[src/hdl/rdiers_pkg.sv]
// Purpose: Shared constants for the reader status and error register bank.
// Assumes: Registers sit at six-bit addresses on the device register port.
// Notes:   Every offset, bit position, reset value and count is named here once.
package rdiers_pkg;

   // ----------------------------------------------------------------------
   // Register addresses
   // ----------------------------------------------------------------------
   localparam logic [5:0] RDIERS_ADDR_AUX_IRQ = 6'h05;
   localparam logic [5:0] RDIERS_ADDR_ERROR   = 6'h06;
   localparam logic [5:0] RDIERS_ADDR_STATUS  = 6'h07;

   // ----------------------------------------------------------------------
   // Secondary request register fields
   // ----------------------------------------------------------------------
   localparam int RDIERS_B_MARKER   = 7;
   localparam int RDIERS_B_EDGE_REQ = 4;
   localparam int RDIERS_B_CRC_REQ  = 2;

   // ----------------------------------------------------------------------
   // Error register fields
   // ----------------------------------------------------------------------
   localparam int RDIERS_B_WRITE_ERR = 7;
   localparam int RDIERS_B_HEAT_ERR  = 6;
   localparam int RDIERS_B_OVFL_ERR  = 4;
   localparam int RDIERS_B_COLL_ERR  = 3;
   localparam int RDIERS_B_CRC_ERR   = 2;
   localparam int RDIERS_B_PAR_ERR   = 1;
   localparam int RDIERS_B_FRAME_ERR = 0;

   // Bits that command start leaves alone, and bits receiver start-up clears.
   localparam logic [7:0] RDIERS_KEEP_ON_CMD   = 8'h40;
   localparam logic [7:0] RDIERS_CLR_ON_RXSTRT = 8'h0F;
   localparam logic [7:0] RDIERS_ERR_USED      = 8'hDF;

   // ----------------------------------------------------------------------
   // Status register fields
   // ----------------------------------------------------------------------
   localparam int RDIERS_B_CRC_OK    = 6;
   localparam int RDIERS_B_CRC_READY = 5;
   localparam int RDIERS_B_IRQ       = 4;
   localparam int RDIERS_B_TIMER     = 3;
   localparam int RDIERS_B_HI_ALERT  = 1;
   localparam int RDIERS_B_LO_ALERT  = 0;

   // ----------------------------------------------------------------------
   // Reset values and FIFO size
   // ----------------------------------------------------------------------
   localparam logic [7:0] RDIERS_RST_AUX_IRQ = 8'h00;
   localparam logic [7:0] RDIERS_RST_ERROR   = 8'h00;
   localparam logic [7:0] RDIERS_RST_STATUS  = 8'h21;
   localparam logic [6:0] RDIERS_FIFO_DEPTH  = 7'h40;

endpackage

[src/hdl/rdiers_edge_if.sv]
// Purpose: Carries the contactless input level to the edge detector and the edge event back.
// Assumes: Both ends run on the one system clock.
// Notes:   The edge signal is a one-cycle pulse.
`timescale 1ns/100ps

interface rdiers_edge_if;
   logic level;
   logic edge_seen;

   // The detector reads the level and reports edges.
   modport sense (input level, output edge_seen);
   // The register bank drives the level and consumes edges.
   modport user  (output level, input edge_seen);
endinterface

[src/hdl/rdiers_edge.sv]
// Purpose: Detects rising and falling edges on the contactless serial input.
// Assumes: The input level is already synchronous to mclk.
// Notes:   The first sample after reset only primes the detector, so no false edge is reported.
`timescale 1ns/100ps

module rdiers_edge (
   input  wire logic  mclk,
   input  wire logic  rst_b,
   rdiers_edge_if.sense port_if
);

   typedef struct packed {
      logic prev;
      logic primed;
      logic pulse;
   } rdiers_edge_state_t;

   rdiers_edge_state_t state_ff;
   rdiers_edge_state_t nxt_state;

   // Either edge direction raises the pulse for one cycle.
   always_comb begin
      nxt_state        = state_ff;
      nxt_state.prev   = port_if.level;
      nxt_state.primed = 1'b1;
      nxt_state.pulse  = state_ff.primed && (port_if.level != state_ff.prev);
   end

   // State register.
   always_ff @(posedge mclk or negedge rst_b) begin
      if (!rst_b) begin
         state_ff <= '0;
      end else begin
         state_ff <= nxt_state;
      end
   end

   assign port_if.edge_seen = state_ff.pulse;
endmodule

[src/hdl/rdiers_top.sv]
// Purpose: Secondary request, error and status registers of a contactless reader.
// Assumes: Register port and event inputs are synchronous to mclk; read data follows one cycle later.
// Notes:   Status bits other than the registered checksum flags are computed live; all are sampled into read data at the read strobe.
`timescale 1ns/100ps

module rdiers_top
   import rdiers_pkg::*;
(
   input  wire logic       mclk,
   input  wire logic       rst_b,
   input  wire logic [5:0] reg_addr,
   input  wire logic       reg_wr,
   input  wire logic       reg_rd,
   input  wire logic [7:0] reg_wdata,
   output logic      [7:0] reg_rdata,
   input  wire logic       cmd_start,
   input  wire logic       checksum_compute_cmd,
   input  wire logic       authentication_cmd,
   input  wire logic       crc_busy,
   input  wire logic       crc_data_done,
   input  wire logic       crc_result_zero,
   input  wire logic       host_fifo_write,
   input  wire logic       internal_fifo_write,
   input  wire logic       fifo_full,
   input  wire logic       fifo_flush,
   input  wire logic       rf_tx_rx_window,
   input  wire logic       overheat,
   input  wire logic       overheat_clear,
   input  wire logic       rate_106,
   input  wire logic       rx_startup,
   input  wire logic       collision_detect,
   input  wire logic       receive_checksum_enable,
   input  wire logic       crc_check_fail,
   input  wire logic       parity_fail,
   input  wire logic       sof_bad,
   input  wire logic       auth_byte_count_bad,
   input  wire logic       timer_counting,
   input  wire logic       timer_gate_enabled,
   input  wire logic [1:0] timer_gate_select,
   input  wire logic [6:0] fifo_byte_count,
   input  wire logic [5:0] fifo_threshold,
   input  wire logic [6:0] primary_irq_flags,
   input  wire logic [6:0] primary_enable_register,
   input  wire logic       contactless_edge_enable,
   input  wire logic       checksum_done_enable,
   input  wire logic       contactless_serial_input,
   output logic            antenna_off,
   output logic            irq_status,
   output logic            aux_irq
);

   // ----------------------------------------------------------------------
   // State and types
   // ----------------------------------------------------------------------
   typedef struct packed {
      logic [7:0] aux;
      logic [7:0] err;
      logic       crc_ok;
      logic       crc_ready;
      logic [7:0] rdata;
      logic       antenna_off;
      logic       irq;
      logic       aux_irq;
   } rdiers_state_t;

   rdiers_state_t state_ff;
   rdiers_state_t nxt_state;

   logic [7:0] err_set;
   logic [7:0] status_live;
   logic       crc_done_evt;
   logic       aux_write;
   logic       hi_alert;
   logic       lo_alert;
   logic       timer_active;
   logic       any_request;
   logic       aux_pending;

   rdiers_edge_if edge_if ();

   // ----------------------------------------------------------------------
   // Edge detector on the contactless input
   // ----------------------------------------------------------------------
   assign edge_if.level = contactless_serial_input;

   rdiers_edge u_edge (
      .mclk    (mclk),
      .rst_b   (rst_b),
      .port_if (edge_if)
   );

   // ----------------------------------------------------------------------
   // Event decode and live status
   // ----------------------------------------------------------------------

   // Decoded events; kept as wires so that the checks below can see the cause.
   always_comb begin
      aux_write    = reg_wr && (reg_addr == RDIERS_ADDR_AUX_IRQ);
      crc_done_evt = checksum_compute_cmd && crc_data_done;
      err_set      = '0;
      err_set[RDIERS_B_WRITE_ERR] = host_fifo_write && (authentication_cmd || rf_tx_rx_window);
      err_set[RDIERS_B_HEAT_ERR]  = overheat;
      err_set[RDIERS_B_OVFL_ERR]  = (host_fifo_write || internal_fifo_write) && fifo_full;
      err_set[RDIERS_B_COLL_ERR]  = collision_detect && rate_106;
      err_set[RDIERS_B_CRC_ERR]   = receive_checksum_enable && crc_check_fail;
      err_set[RDIERS_B_PAR_ERR]   = parity_fail;
      err_set[RDIERS_B_FRAME_ERR] = (sof_bad && rate_106) || (authentication_cmd && auth_byte_count_bad);
   end

   // Alerts, timer and interrupt summary are combinational so a read never sees stale values.
   always_comb begin
      hi_alert     = (RDIERS_FIFO_DEPTH - fifo_byte_count) <= {1'b0, fifo_threshold};
      lo_alert     = fifo_byte_count <= {1'b0, fifo_threshold};
      // In gated mode the gate level itself is ignored; only the enable counts.
      timer_active = (timer_gate_select != 2'h0) ? timer_gate_enabled : timer_counting;
      aux_pending  = (state_ff.aux[RDIERS_B_EDGE_REQ] && contactless_edge_enable) ||
                     (state_ff.aux[RDIERS_B_CRC_REQ] && checksum_done_enable);
      any_request  = (|(primary_irq_flags & primary_enable_register)) || aux_pending;
      status_live  = '0;
      status_live[RDIERS_B_CRC_OK]    = state_ff.crc_ok;
      status_live[RDIERS_B_CRC_READY] = state_ff.crc_ready;
      status_live[RDIERS_B_IRQ]       = any_request;
      status_live[RDIERS_B_TIMER]     = timer_active;
      status_live[RDIERS_B_HI_ALERT]  = hi_alert;
      status_live[RDIERS_B_LO_ALERT]  = lo_alert;
   end

   // ----------------------------------------------------------------------
   // Next-state logic
   // ----------------------------------------------------------------------

   // Clears are applied first and hardware sets afterwards, so an event in the
   // cycle of its clear is never lost.
   always_comb begin
      nxt_state = state_ff;

      // Secondary requests: the marker picks set or clear for every marked bit.
      if (aux_write) begin
         if (reg_wdata[RDIERS_B_EDGE_REQ]) begin
            nxt_state.aux[RDIERS_B_EDGE_REQ] = reg_wdata[RDIERS_B_MARKER];
         end
         if (reg_wdata[RDIERS_B_CRC_REQ]) begin
            nxt_state.aux[RDIERS_B_CRC_REQ] = reg_wdata[RDIERS_B_MARKER];
         end
      end
      // Hardware only ever sets these flags.
      if (edge_if.edge_seen) begin
         nxt_state.aux[RDIERS_B_EDGE_REQ] = 1'b1;
      end
      if (crc_done_evt) begin
         nxt_state.aux[RDIERS_B_CRC_REQ] = 1'b1;
      end

      // Error clears: command start, receiver start-up, flush, and rate gating.
      if (cmd_start) begin
         nxt_state.err = nxt_state.err & RDIERS_KEEP_ON_CMD;
      end
      if (rx_startup) begin
         nxt_state.err = nxt_state.err & ~RDIERS_CLR_ON_RXSTRT;
      end
      if (fifo_flush) begin
         nxt_state.err[RDIERS_B_OVFL_ERR] = 1'b0;
      end
      if (!rate_106) begin
         nxt_state.err[RDIERS_B_COLL_ERR] = 1'b0;
      end
      // The overheat flag may only drop once the sensor itself has cooled.
      if (overheat_clear && !overheat) begin
         nxt_state.err[RDIERS_B_HEAT_ERR] = 1'b0;
      end
      // Error sets; the register port has no path to write them.
      nxt_state.err = (nxt_state.err | err_set) & RDIERS_ERR_USED;
      nxt_state.antenna_off = nxt_state.err[RDIERS_B_HEAT_ERR];

      // Checksum coprocessor status.
      if (cmd_start) begin
         nxt_state.crc_ready = 1'b0;
      end
      if (crc_busy) begin
         nxt_state.crc_ok = 1'b0;
      end
      if (crc_done_evt) begin
         nxt_state.crc_ok    = crc_result_zero;
         nxt_state.crc_ready = 1'b1;
      end

      // Read data is captured at the strobe; unmapped addresses read zero.
      if (reg_rd) begin
         unique case (reg_addr)
            RDIERS_ADDR_AUX_IRQ: nxt_state.rdata = state_ff.aux;
            RDIERS_ADDR_ERROR:   nxt_state.rdata = state_ff.err;
            RDIERS_ADDR_STATUS:  nxt_state.rdata = status_live;
            default:             nxt_state.rdata = 8'h00;
         endcase
      end

      // Outputs are registered copies of the live summary.
      nxt_state.irq     = any_request;
      nxt_state.aux_irq = aux_pending;
   end

   // ----------------------------------------------------------------------
   // State register
   // ----------------------------------------------------------------------

   // Reset clears the whole request register, both request bits and the unused bits alike.
   always_ff @(posedge mclk or negedge rst_b) begin
      if (!rst_b) begin
         state_ff           <= '0;
         state_ff.aux       <= RDIERS_RST_AUX_IRQ;
         state_ff.err       <= RDIERS_RST_ERROR;
         state_ff.crc_ok    <= RDIERS_RST_STATUS[RDIERS_B_CRC_OK];
         state_ff.crc_ready <= RDIERS_RST_STATUS[RDIERS_B_CRC_READY];
      end else begin
         state_ff <= nxt_state;
      end
   end

   assign reg_rdata   = state_ff.rdata;
   assign antenna_off = state_ff.antenna_off;
   assign irq_status  = state_ff.irq;
   assign aux_irq     = state_ff.aux_irq;
endmodule

[config.mk]
export PLATFORM = sky130hd
export DESIGN_NAME = rdiers_top
export DESIGN_NICKNAME = d
export VERILOG_FILES = /design/src/hdl/rdiers_pkg.sv /design/src/hdl/rdiers_edge_if.sv /design/src/hdl/rdiers_edge.sv /design/src/hdl/rdiers_top.sv
export SDC_FILE = /design/constraint.sdc
export NUM_CORES = 1
export LEC_CHECK = 0
export ABC_CLOCK_PERIOD_IN_PS = 1400
export BUFFER_PORTS_ARGS = -buffer_cell sky130_fd_sc_hd__clkbuf_2
export CAP_MARGIN = 20
export CORE_ASPECT_RATIO = 0.7
export CORE_UTILIZATION = 30
export CTS_CLUSTER_SIZE = 24
export DETAILED_ROUTE_END_ITERATION = 10
export PLACE_DENSITY = 0.58
export SYNTH_ARGS = -nofsm -noshare
export SYNTH_HDL_FRONTEND = slang
export SYNTH_HIERARCHICAL = 1
export SYNTH_SLANG_ARGS = --single-unit
[constraint.sdc]
create_clock -name mclk -period 1.4 [get_ports mclk]
set_input_delay 0.07 -clock mclk [delete_from_list [all_inputs] [get_ports mclk]]
set_output_delay 0.07 -clock mclk [all_outputs]
set_load 0.005 [all_outputs]
==> qor.txt, run 1 <==
==================================================================================================
Ratio of final minimum period to clock period                                               108.8%
Total setup violations reported at the end of the flow                                           1
Wire length of the first global-routing pass                                               6244 µm
Pin count of the biggest net entering global routing                                            25
Startpoint kind of the worst setup timing path                                           input pin
Largest fanout on the critical path                                                              2
Worst endpoint data arrival time                                                           1.72 ns
Top flip-flop cell by instance count after synthesis                                       dfrtp_1
Detail-routed via count per cell                                                             4.567
Number of register bits inferred by synthesis                                                   24
Vias                                                                                          1402
Slowest cell delay on critical path                                                        0.38 ns
DR WL met3                                                                                  189 µm
Number of violations of the max-capacitance limit                                                0
Starting utilization of the core area                                                       32.54%
Most frequently used cell type in the post-synthesis netlist                               dfrtp_1
Beginning of the worst register-to-register path                                      state_ff[25]$_DFFE_PN0P_
Core area                                                                                 4529 µm²
Least-Margin Pin Slew                                                                    0.5762 ns
Cell types with the largest area share after synthesis                                dfrtp_1 39%, ha_1 10%, buf_4 4.1%
Number of optimization iterations in the first detailed-route pass                               4
All-Layer GR Usage                                                                          15.54%
Leading area contributor after synthesis                                                   dfrtp_1
Rel. slew slack                                                                             61.59%
Total length of routed met2 wires                                                          1660 µm
Synth warn                                                                                       6
HPWL reported at the end of detailed placement                                             3148 µm
# port buffers                                                                                  78
Placed instance area                                                                      1998 µm²
Critical Path, Cell by Cell                                                           clkbuf_16 -> clkinv_8 -> ha_4 -> or3b_4 -> xor2_1 -> ha_1 -> a21o_1 -> a21oi_2 -> a21oi_2 -> o21ai_1
P&R area growth vs syn                                                                      49.24%
Antenna violations before repair                                                                 0
Static leakage power                                                                   0.001111 µW
Die area                                                                                  5202 µm²
Highest attainable clock frequency                                                       656.2 MHz
Master cell of the clock root buffer                                                      clkbuf_8
Register area share after synthesis                                                         40.83%
Clock sink total                                                                                24
Final TNS setup                                                                         -0.1239 ns
Slew Viols, Final                                                                                0
Hold Startpoint                                                                       crc_check_fail
Slowest-stage cell, CP                                                                      or3b_4
Failing checks                                                                        negative setup slack
Clock transition time at the flip-flop clock pins of the worst setup and hold paths        0.08 ns
Post-detailed-routing wire length                                                          3817 µm
Shortest clock period the worst path allows after layout                                  1.524 ns
Cell type group with the largest total delay on the critical path                     compound AO/OA/AOI/OAI gates
Critical path launch point                                                            fifo_byte_count[0]
Clock insertion delay at the later pin of the skew report                                  0.27 ns
Total gr overflow                                                                                0
Synthesized netlist net count                                                                  235
Max rail drop VDD                                                                      0.0004721 V
Outcome                                                                               complete, but fails checks
Total buffers and inverters traversed by the critical path                                       2
Required time of the critical path                                                         1.59 ns
Total CTS buffers                                                                                3
Maximum count of clock buffers along a single path                                               2
Number of unique standard cell types used by synthesis                                          42
Critical setup path kind                                                              input pin to flip-flop
Fraction of layout instances using a drive strength above 1                                 43.98%
Routed met1 length                                                                         1953 µm
CTS H-tree lvls                                                                                  1
Layout Nets                                                                                    327
Most used cell, CP                                                                         a21oi_2
Async set or reset register ratio after synthesis                                           100.0%
Pwr Density                                                                           786.0 nW/µm²
Minimum hold slack                                                                      0.02681 ns
I/O pins                                                                                        84
Die Ht                                                                                    60.65 µm
Final design area excluding fillers                                                       2200 µm²
Unrepaired setup endpoints after global routing                                                yes
Top-area cell type share of the netlist area                                                39.05%
Number of flops mapped to enable cells by yosys                                                  0
Vias in the first global route                                                                1304
Number of antenna diodes                                                                         0
RePlAce Congestion                                                                          0.7417
Kind of end point of the critical path                                                   flip-flop
Chip Width                                                                                85.78 µm
Final clock skew                                                                       0.003989 ns
Min setup slack post-route                                                              -0.1239 ns
Clock tree from TritonCTS                                                                    built
Top cell types by occurrence after synthesis                                          23 x dfrtp_1, 16 x inv_1, 12 x ha_1
Detailed Route Iter0 Violations                                                                 61
DRC violations left                                                                              0
Syn_area_per_cell                                                                        9.826 µm²
Synthesized cell area                                                                     1474 µm²
Path type of the worst min-delay path                                                 input pin to flip-flop
Count of mapped cells out of synthesis                                                         150
Site Rows                                                                                       20
Number of hold-slack violations in the final timing report                                       0
Routed wire per std cell                                                                  12.43 µm
Antenna-violating nets left                                                                      0
Uppermost layer routed                                                                        met4
==================================================================================================
## final timing paths
kind	slack (ns)	endpoint	cells after the start
max in group asynchronous	0.70	reg_rdata[0]$_DFFE_PN0P_	2
max reg2reg	0.23	reg_rdata[4]$_DFFE_PN0P_	4
min reg2reg	0.45	state_ff[25]$_DFFE_PN0P_	1
min in group asynchronous	0.33	irq_status$_DFF_PN0_	2
max	-0.12	reg_rdata[1]$_DFFE_PN0P_	10
min	0.03	state_ff[15]$_DFF_PN0_	2
## registers in the layout, indices dropped and copies added, names as in the netlist
register                  cells
u_edge/state_ff               2
reg_rdata                     8
aux_irq                       1
irq_status                    1
u_edge/port_if.edge_seen      1
state_ff                     11
## layout make-up
class	instances	area, µm²
Tap cell	66	82.58
Fill cell	449	2330
Sequential cell	24	601.8
Inverter	16	85.08
Clock buffer	3	41.29
Timing Repair Buffer	96	580.6
Multi-Input combinational cell	101	778.2
Clock inverter	1	30.03
## power breakdown
group	switching [µW]	internal, µW
clock	214	382
combinational	173	211
sequential	21.2	728
## metrics by stage
stage	instances	utilization, %	setup slack (ns)	power [µW]
floorplan	150	-	-0.1850	917.2
global placement	296	44.12	-0.4264	1106
detailed placement	296	44.12	-0.4939	1111
CTS	307	48.18	-0.08606	1741
global route	307	48.56	-0.1894	1831
finish	307	48.56	-0.1239	1729
## per-layer routing
layer  global-route usage (%)  up-vias
met5                        0        -
met4                    2.143        0
met3                    2.585        3
met2                    23.43       46
met1                    23.95      627
li1                         -      726
## layout by cell type, fill, tap and decap left out, types with 5 or more instances in the layout
master         count
nand2_1            6
nor2b_1            6
buf_4             12
o21ai_0           10
dlygate4sd3_1      6
dfrtp_1           23
nor2_1             6
inv_1             14
a21o_1             5
ha_1              11
clkbuf_2          76
## repair_timing
action / in CTS / in global routing
gates resized for setup: 7 / 4
pin swaps: 6 / 1
hold buffers: 6 / 0
gates cloned: 0 / 0
hold endpoints to repair: 28 / 0
setup endpoints to repair: 1 / 1
setup buffers: 1 / 0
## cells by family (layout without fill, tap and decap cells)
kind of cell | Yosys count | count (layout) | synth area share, %
AO/OA/AOI/OAI | 41 | 41 | 19.10
AND/OR/NAND/NOR | 40 | 40 | 16.81
buffers and inverters | 25 | 116 | 8.404
flip-flops | 24 | 24 | 40.83
adder cells (fa/ha/maj) | 12 | 12 | 10.19
XOR/XNOR | 5 | 5 | 2.972
multiplexers | 2 | 2 | 1.443
other | 1 | 1 | 0.2544
Note: power is estimated with default switching activity, not from simulation.
==> inputs of run 2 (changes only) <==
- CELL_PAD_IN_SITES_DETAIL_PLACEMENT: unset -> 0
- CELL_PAD_IN_SITES_GLOBAL_PLACEMENT: unset -> 1
- PLACE_DENSITY: 0.58 -> 0.77
- TNS_END_PERCENT: unset -> 5
==> qor.txt, run 2 (synthesis results as in run 1) <==
==================================================================================================
Slew Viols, Final                                                                                0   unchanged
Total area of sequential cells                                                           601.8 µm²   unchanged
DRC violations left                                                                              0   unchanged
Post-layout util                                                                            47.87%   -0.69 points
HPWL reported at the end of detailed placement                                             3059 µm   -2.8%
Largest fanout on the critical path                                                              3   +1
I/O pins                                                                                        84   unchanged
Worst endpoint data arrival time                                                           1.69 ns   -0.03 ns
Vias                                                                                          1382   -1.4%
Post-CTS setup buffer count                                                                      0   -1
Rel. slew slack                                                                             60.80%   -0.78 points
Fraction of layout instances using a drive strength above 1                                 43.98%   unchanged
Least-Margin Pin Slew                                                                    0.5880 ns   +0.01177 ns
Switching power total                                                                     400.9 µW   -1.8%
Number of hold-slack violations in the final timing report                                       0   unchanged
RePlAce Congestion                                                                          0.8501   +15%
Required time of the critical path                                                         1.59 ns   about the same
Chip Width                                                                                85.78 µm   unchanged
Slowest-stage cell, CP                                                                      or3b_4
Placed insts                                                                                   297   +0.34%
All-Layer GR Usage                                                                          14.89%   -0.65 points
Slowest cell delay on critical path                                                        0.38 ns   about the same
Total setup violations reported at the end of the flow                                           1   unchanged
Static leakage power                                                                   0.001099 µW   -1.1%
Maximum count of clock buffers along a single path                                               2   unchanged
Master cell of the clock root buffer                                                      clkbuf_8
Total CTS buffers                                                                                3   unchanged
Internal power                                                                             1187 µW   -10%
Antenna-violating nets left                                                                      0   unchanged
Startpoint kind of the worst setup timing path                                           input pin
Max FFs per register                                                                            11   unchanged
Minimum hold slack                                                                      0.02464 ns   -0.002177 ns
Count of placed standard cells in the final layout, fillers left out                           307   unchanged
Routed wire per std cell                                                                  11.91 µm   -4.2%
Path type of the worst min-delay path                                                 input pin to flip-flop
Clock sink total                                                                                24   unchanged
Core area                                                                                 4529 µm²   unchanged
Relative contribution of combinational cells to total power                                  23.9%   +1.7 points
Kind of end point of the critical path                                                   flip-flop
Starting utilization of the core area                                                       32.54%   unchanged
Commonest cells after routing, fill and taps aside                                    76 x clkbuf_2, 23 x dfrtp_1, 14 x inv_1
Clock network power share                                                                    28.9%   -5.6 points
Most used cell, CP                                                                         a21oi_2
Vias in the first global route                                                                1266   -2.9%
Unrepaired setup endpoints after global routing                                                yes
Critical Path, Cell by Cell                                                           clkbuf_16 -> inv_12 -> ha_4 -> or3b_4 -> xor2_1 -> ha_1 -> a21o_1 -> a21oi_2 -> a21oi_2 -> o21ai_1
Detailed Route Iter0 Violations                                                                 62   +1.6%
Clock transition time at the flip-flop clock pins of the worst setup and hold paths        0.08 ns   about the same
Site Rows                                                                                       20   unchanged
Die Ht                                                                                    60.65 µm   unchanged
Final clock skew                                                                       0.002084 ns   -0.001905 ns
Number of antenna diodes                                                                         0   unchanged
# port buffers                                                                                  78   unchanged
Shortest clock period the worst path allows after layout                                  1.499 ns   -0.02526 ns
Wire length of the first global-routing pass                                               6016 µm   -3.7%
Layout Nets                                                                                    327   unchanged
P&R area growth vs syn                                                                      47.11%
Pwr Density                                                                           732.1 nW/µm²   -6.9%
Clock tree from TritonCTS                                                                    built
Register with the highest flop count                                                      state_ff
Failing checks                                                                        negative setup slack
Outcome                                                                               complete, but fails checks
Most common cell after layout, fill and taps aside                                        clkbuf_2
Clock insertion delay at the later pin of the skew report                                  0.26 ns   about the same
Highest attainable clock frequency                                                       667.3 MHz   +1.7%
Number of optimization iterations in the first detailed-route pass                               4   unchanged
Seq pwr share                                                                                47.2%   +3.9 points
Max rail drop VDD                                                                      0.0004836 V   +2.4%
Number of inserted filler cells in the final layout                                            443   -1.3%
Min setup slack post-route                                                             -0.09859 ns   +0.02526 ns
Die area                                                                                  5202 µm²   unchanged
Critical setup path kind                                                              input pin to flip-flop
Final TNS setup                                                                        -0.09859 ns   +0.02526 ns
Pin count of the biggest net entering global routing                                            25   unchanged
Ratio of final minimum period to clock period                                               107.0%   -1.8 points
Switch share                                                                                25.26%   +1.6 points
Total gr overflow                                                                                0   unchanged
Antenna violations before repair                                                                 0   unchanged
Detail-routed via count per cell                                                             4.502   -1.4%
CTS H-tree lvls                                                                                  1   unchanged
Post-detailed-routing wire length                                                          3655 µm   -4.2%
Total area of multi-input combinational cells                                            778.2 µm²   unchanged
Worst setup slack after placement                                                       -0.4845 ns   +0.009397 ns
Number of violations of the max-capacitance limit                                                0   unchanged
==================================================================================================
run 2: power by group through the flow:
stage | logic, µW | clock network (µW) | registers [µW]
finish | 379 | 459 | 749
global route | 426 | 513 | 754
detailed placement | 349 | 0 | 763
floorplan | 162 | 0 | 755
global placement | 345 | 0 | 762
CTS | 381 | 480 | 750
run 2: what timing repair did:
item                                    in CTS  in global routing
endpoints found under the setup margin       1                  1
gates resized for setup                      8                  2
endpoints found under the hold margin       28                  0
pin swaps                                    7                  0
hold buffers                                 6                  0
run 2: path summary, 6_finish.rpt:
check / end / startpoint / slack (ns) / depth (start not counted)
max: reg_rdata[1]$_DFFE_PN0P_ / fifo_byte_count[1] / -0.1 / 10
min: state_ff[12]$_DFFE_PN0P_ / crc_result_zero / 0.02 / 3
max reg2reg: reg_rdata[4]$_DFFE_PN0P_ / state_ff[25]$_DFFE_PN0P_ / 0.25 / 4
min reg2reg: state_ff[25]$_DFFE_PN0P_ / u_edge/port_if.edge_seen$_DFF_PN0_ / 0.45 / 1
max in group asynchronous: reg_rdata[3]$_DFFE_PN0P_ / rst_b / 0.68 / 2
min in group asynchronous: irq_status$_DFF_PN0_ / rst_b / 0.34 / 2
run 2: area by class of cell:
class	count	share of cell area (%)
repair buffers	96	26.31
flip-flops and latches	24	27.76
multi-input cells	101	35.89
inverters	16	3.693
clock buffers	4	2.539
well taps	66	3.808
run 2: layer usage:
metal  part of all wire [%]  GRT usage (%)
met2                     44          21.60
met1                     52          23.53
met3                    4.1          2.585
met4                      0          2.143
met5                      0              0
run 2: worst max-delay path, delay by kind of cell:
kind / cells / cell delay, ns
buffers and inverters: 2 / 0.18
xor gates and xnor gates: 1 / 0.15
AOI/OAI and AO/OA: 4 / 0.50
adders and majority gates: 2 / 0.41
and+or+nand+nor: 1 / 0.38
run 2: per-stage QoR:
step / total power (µW) / instance area (µm²)
after CTS: 1611 / 2162
after global placement: 1107 / 2006
after detailed placement: 1112 / 2006
final: 1588 / 2168
after global routing: 1693 / 2168
after floorplan: 917.2 / 1506
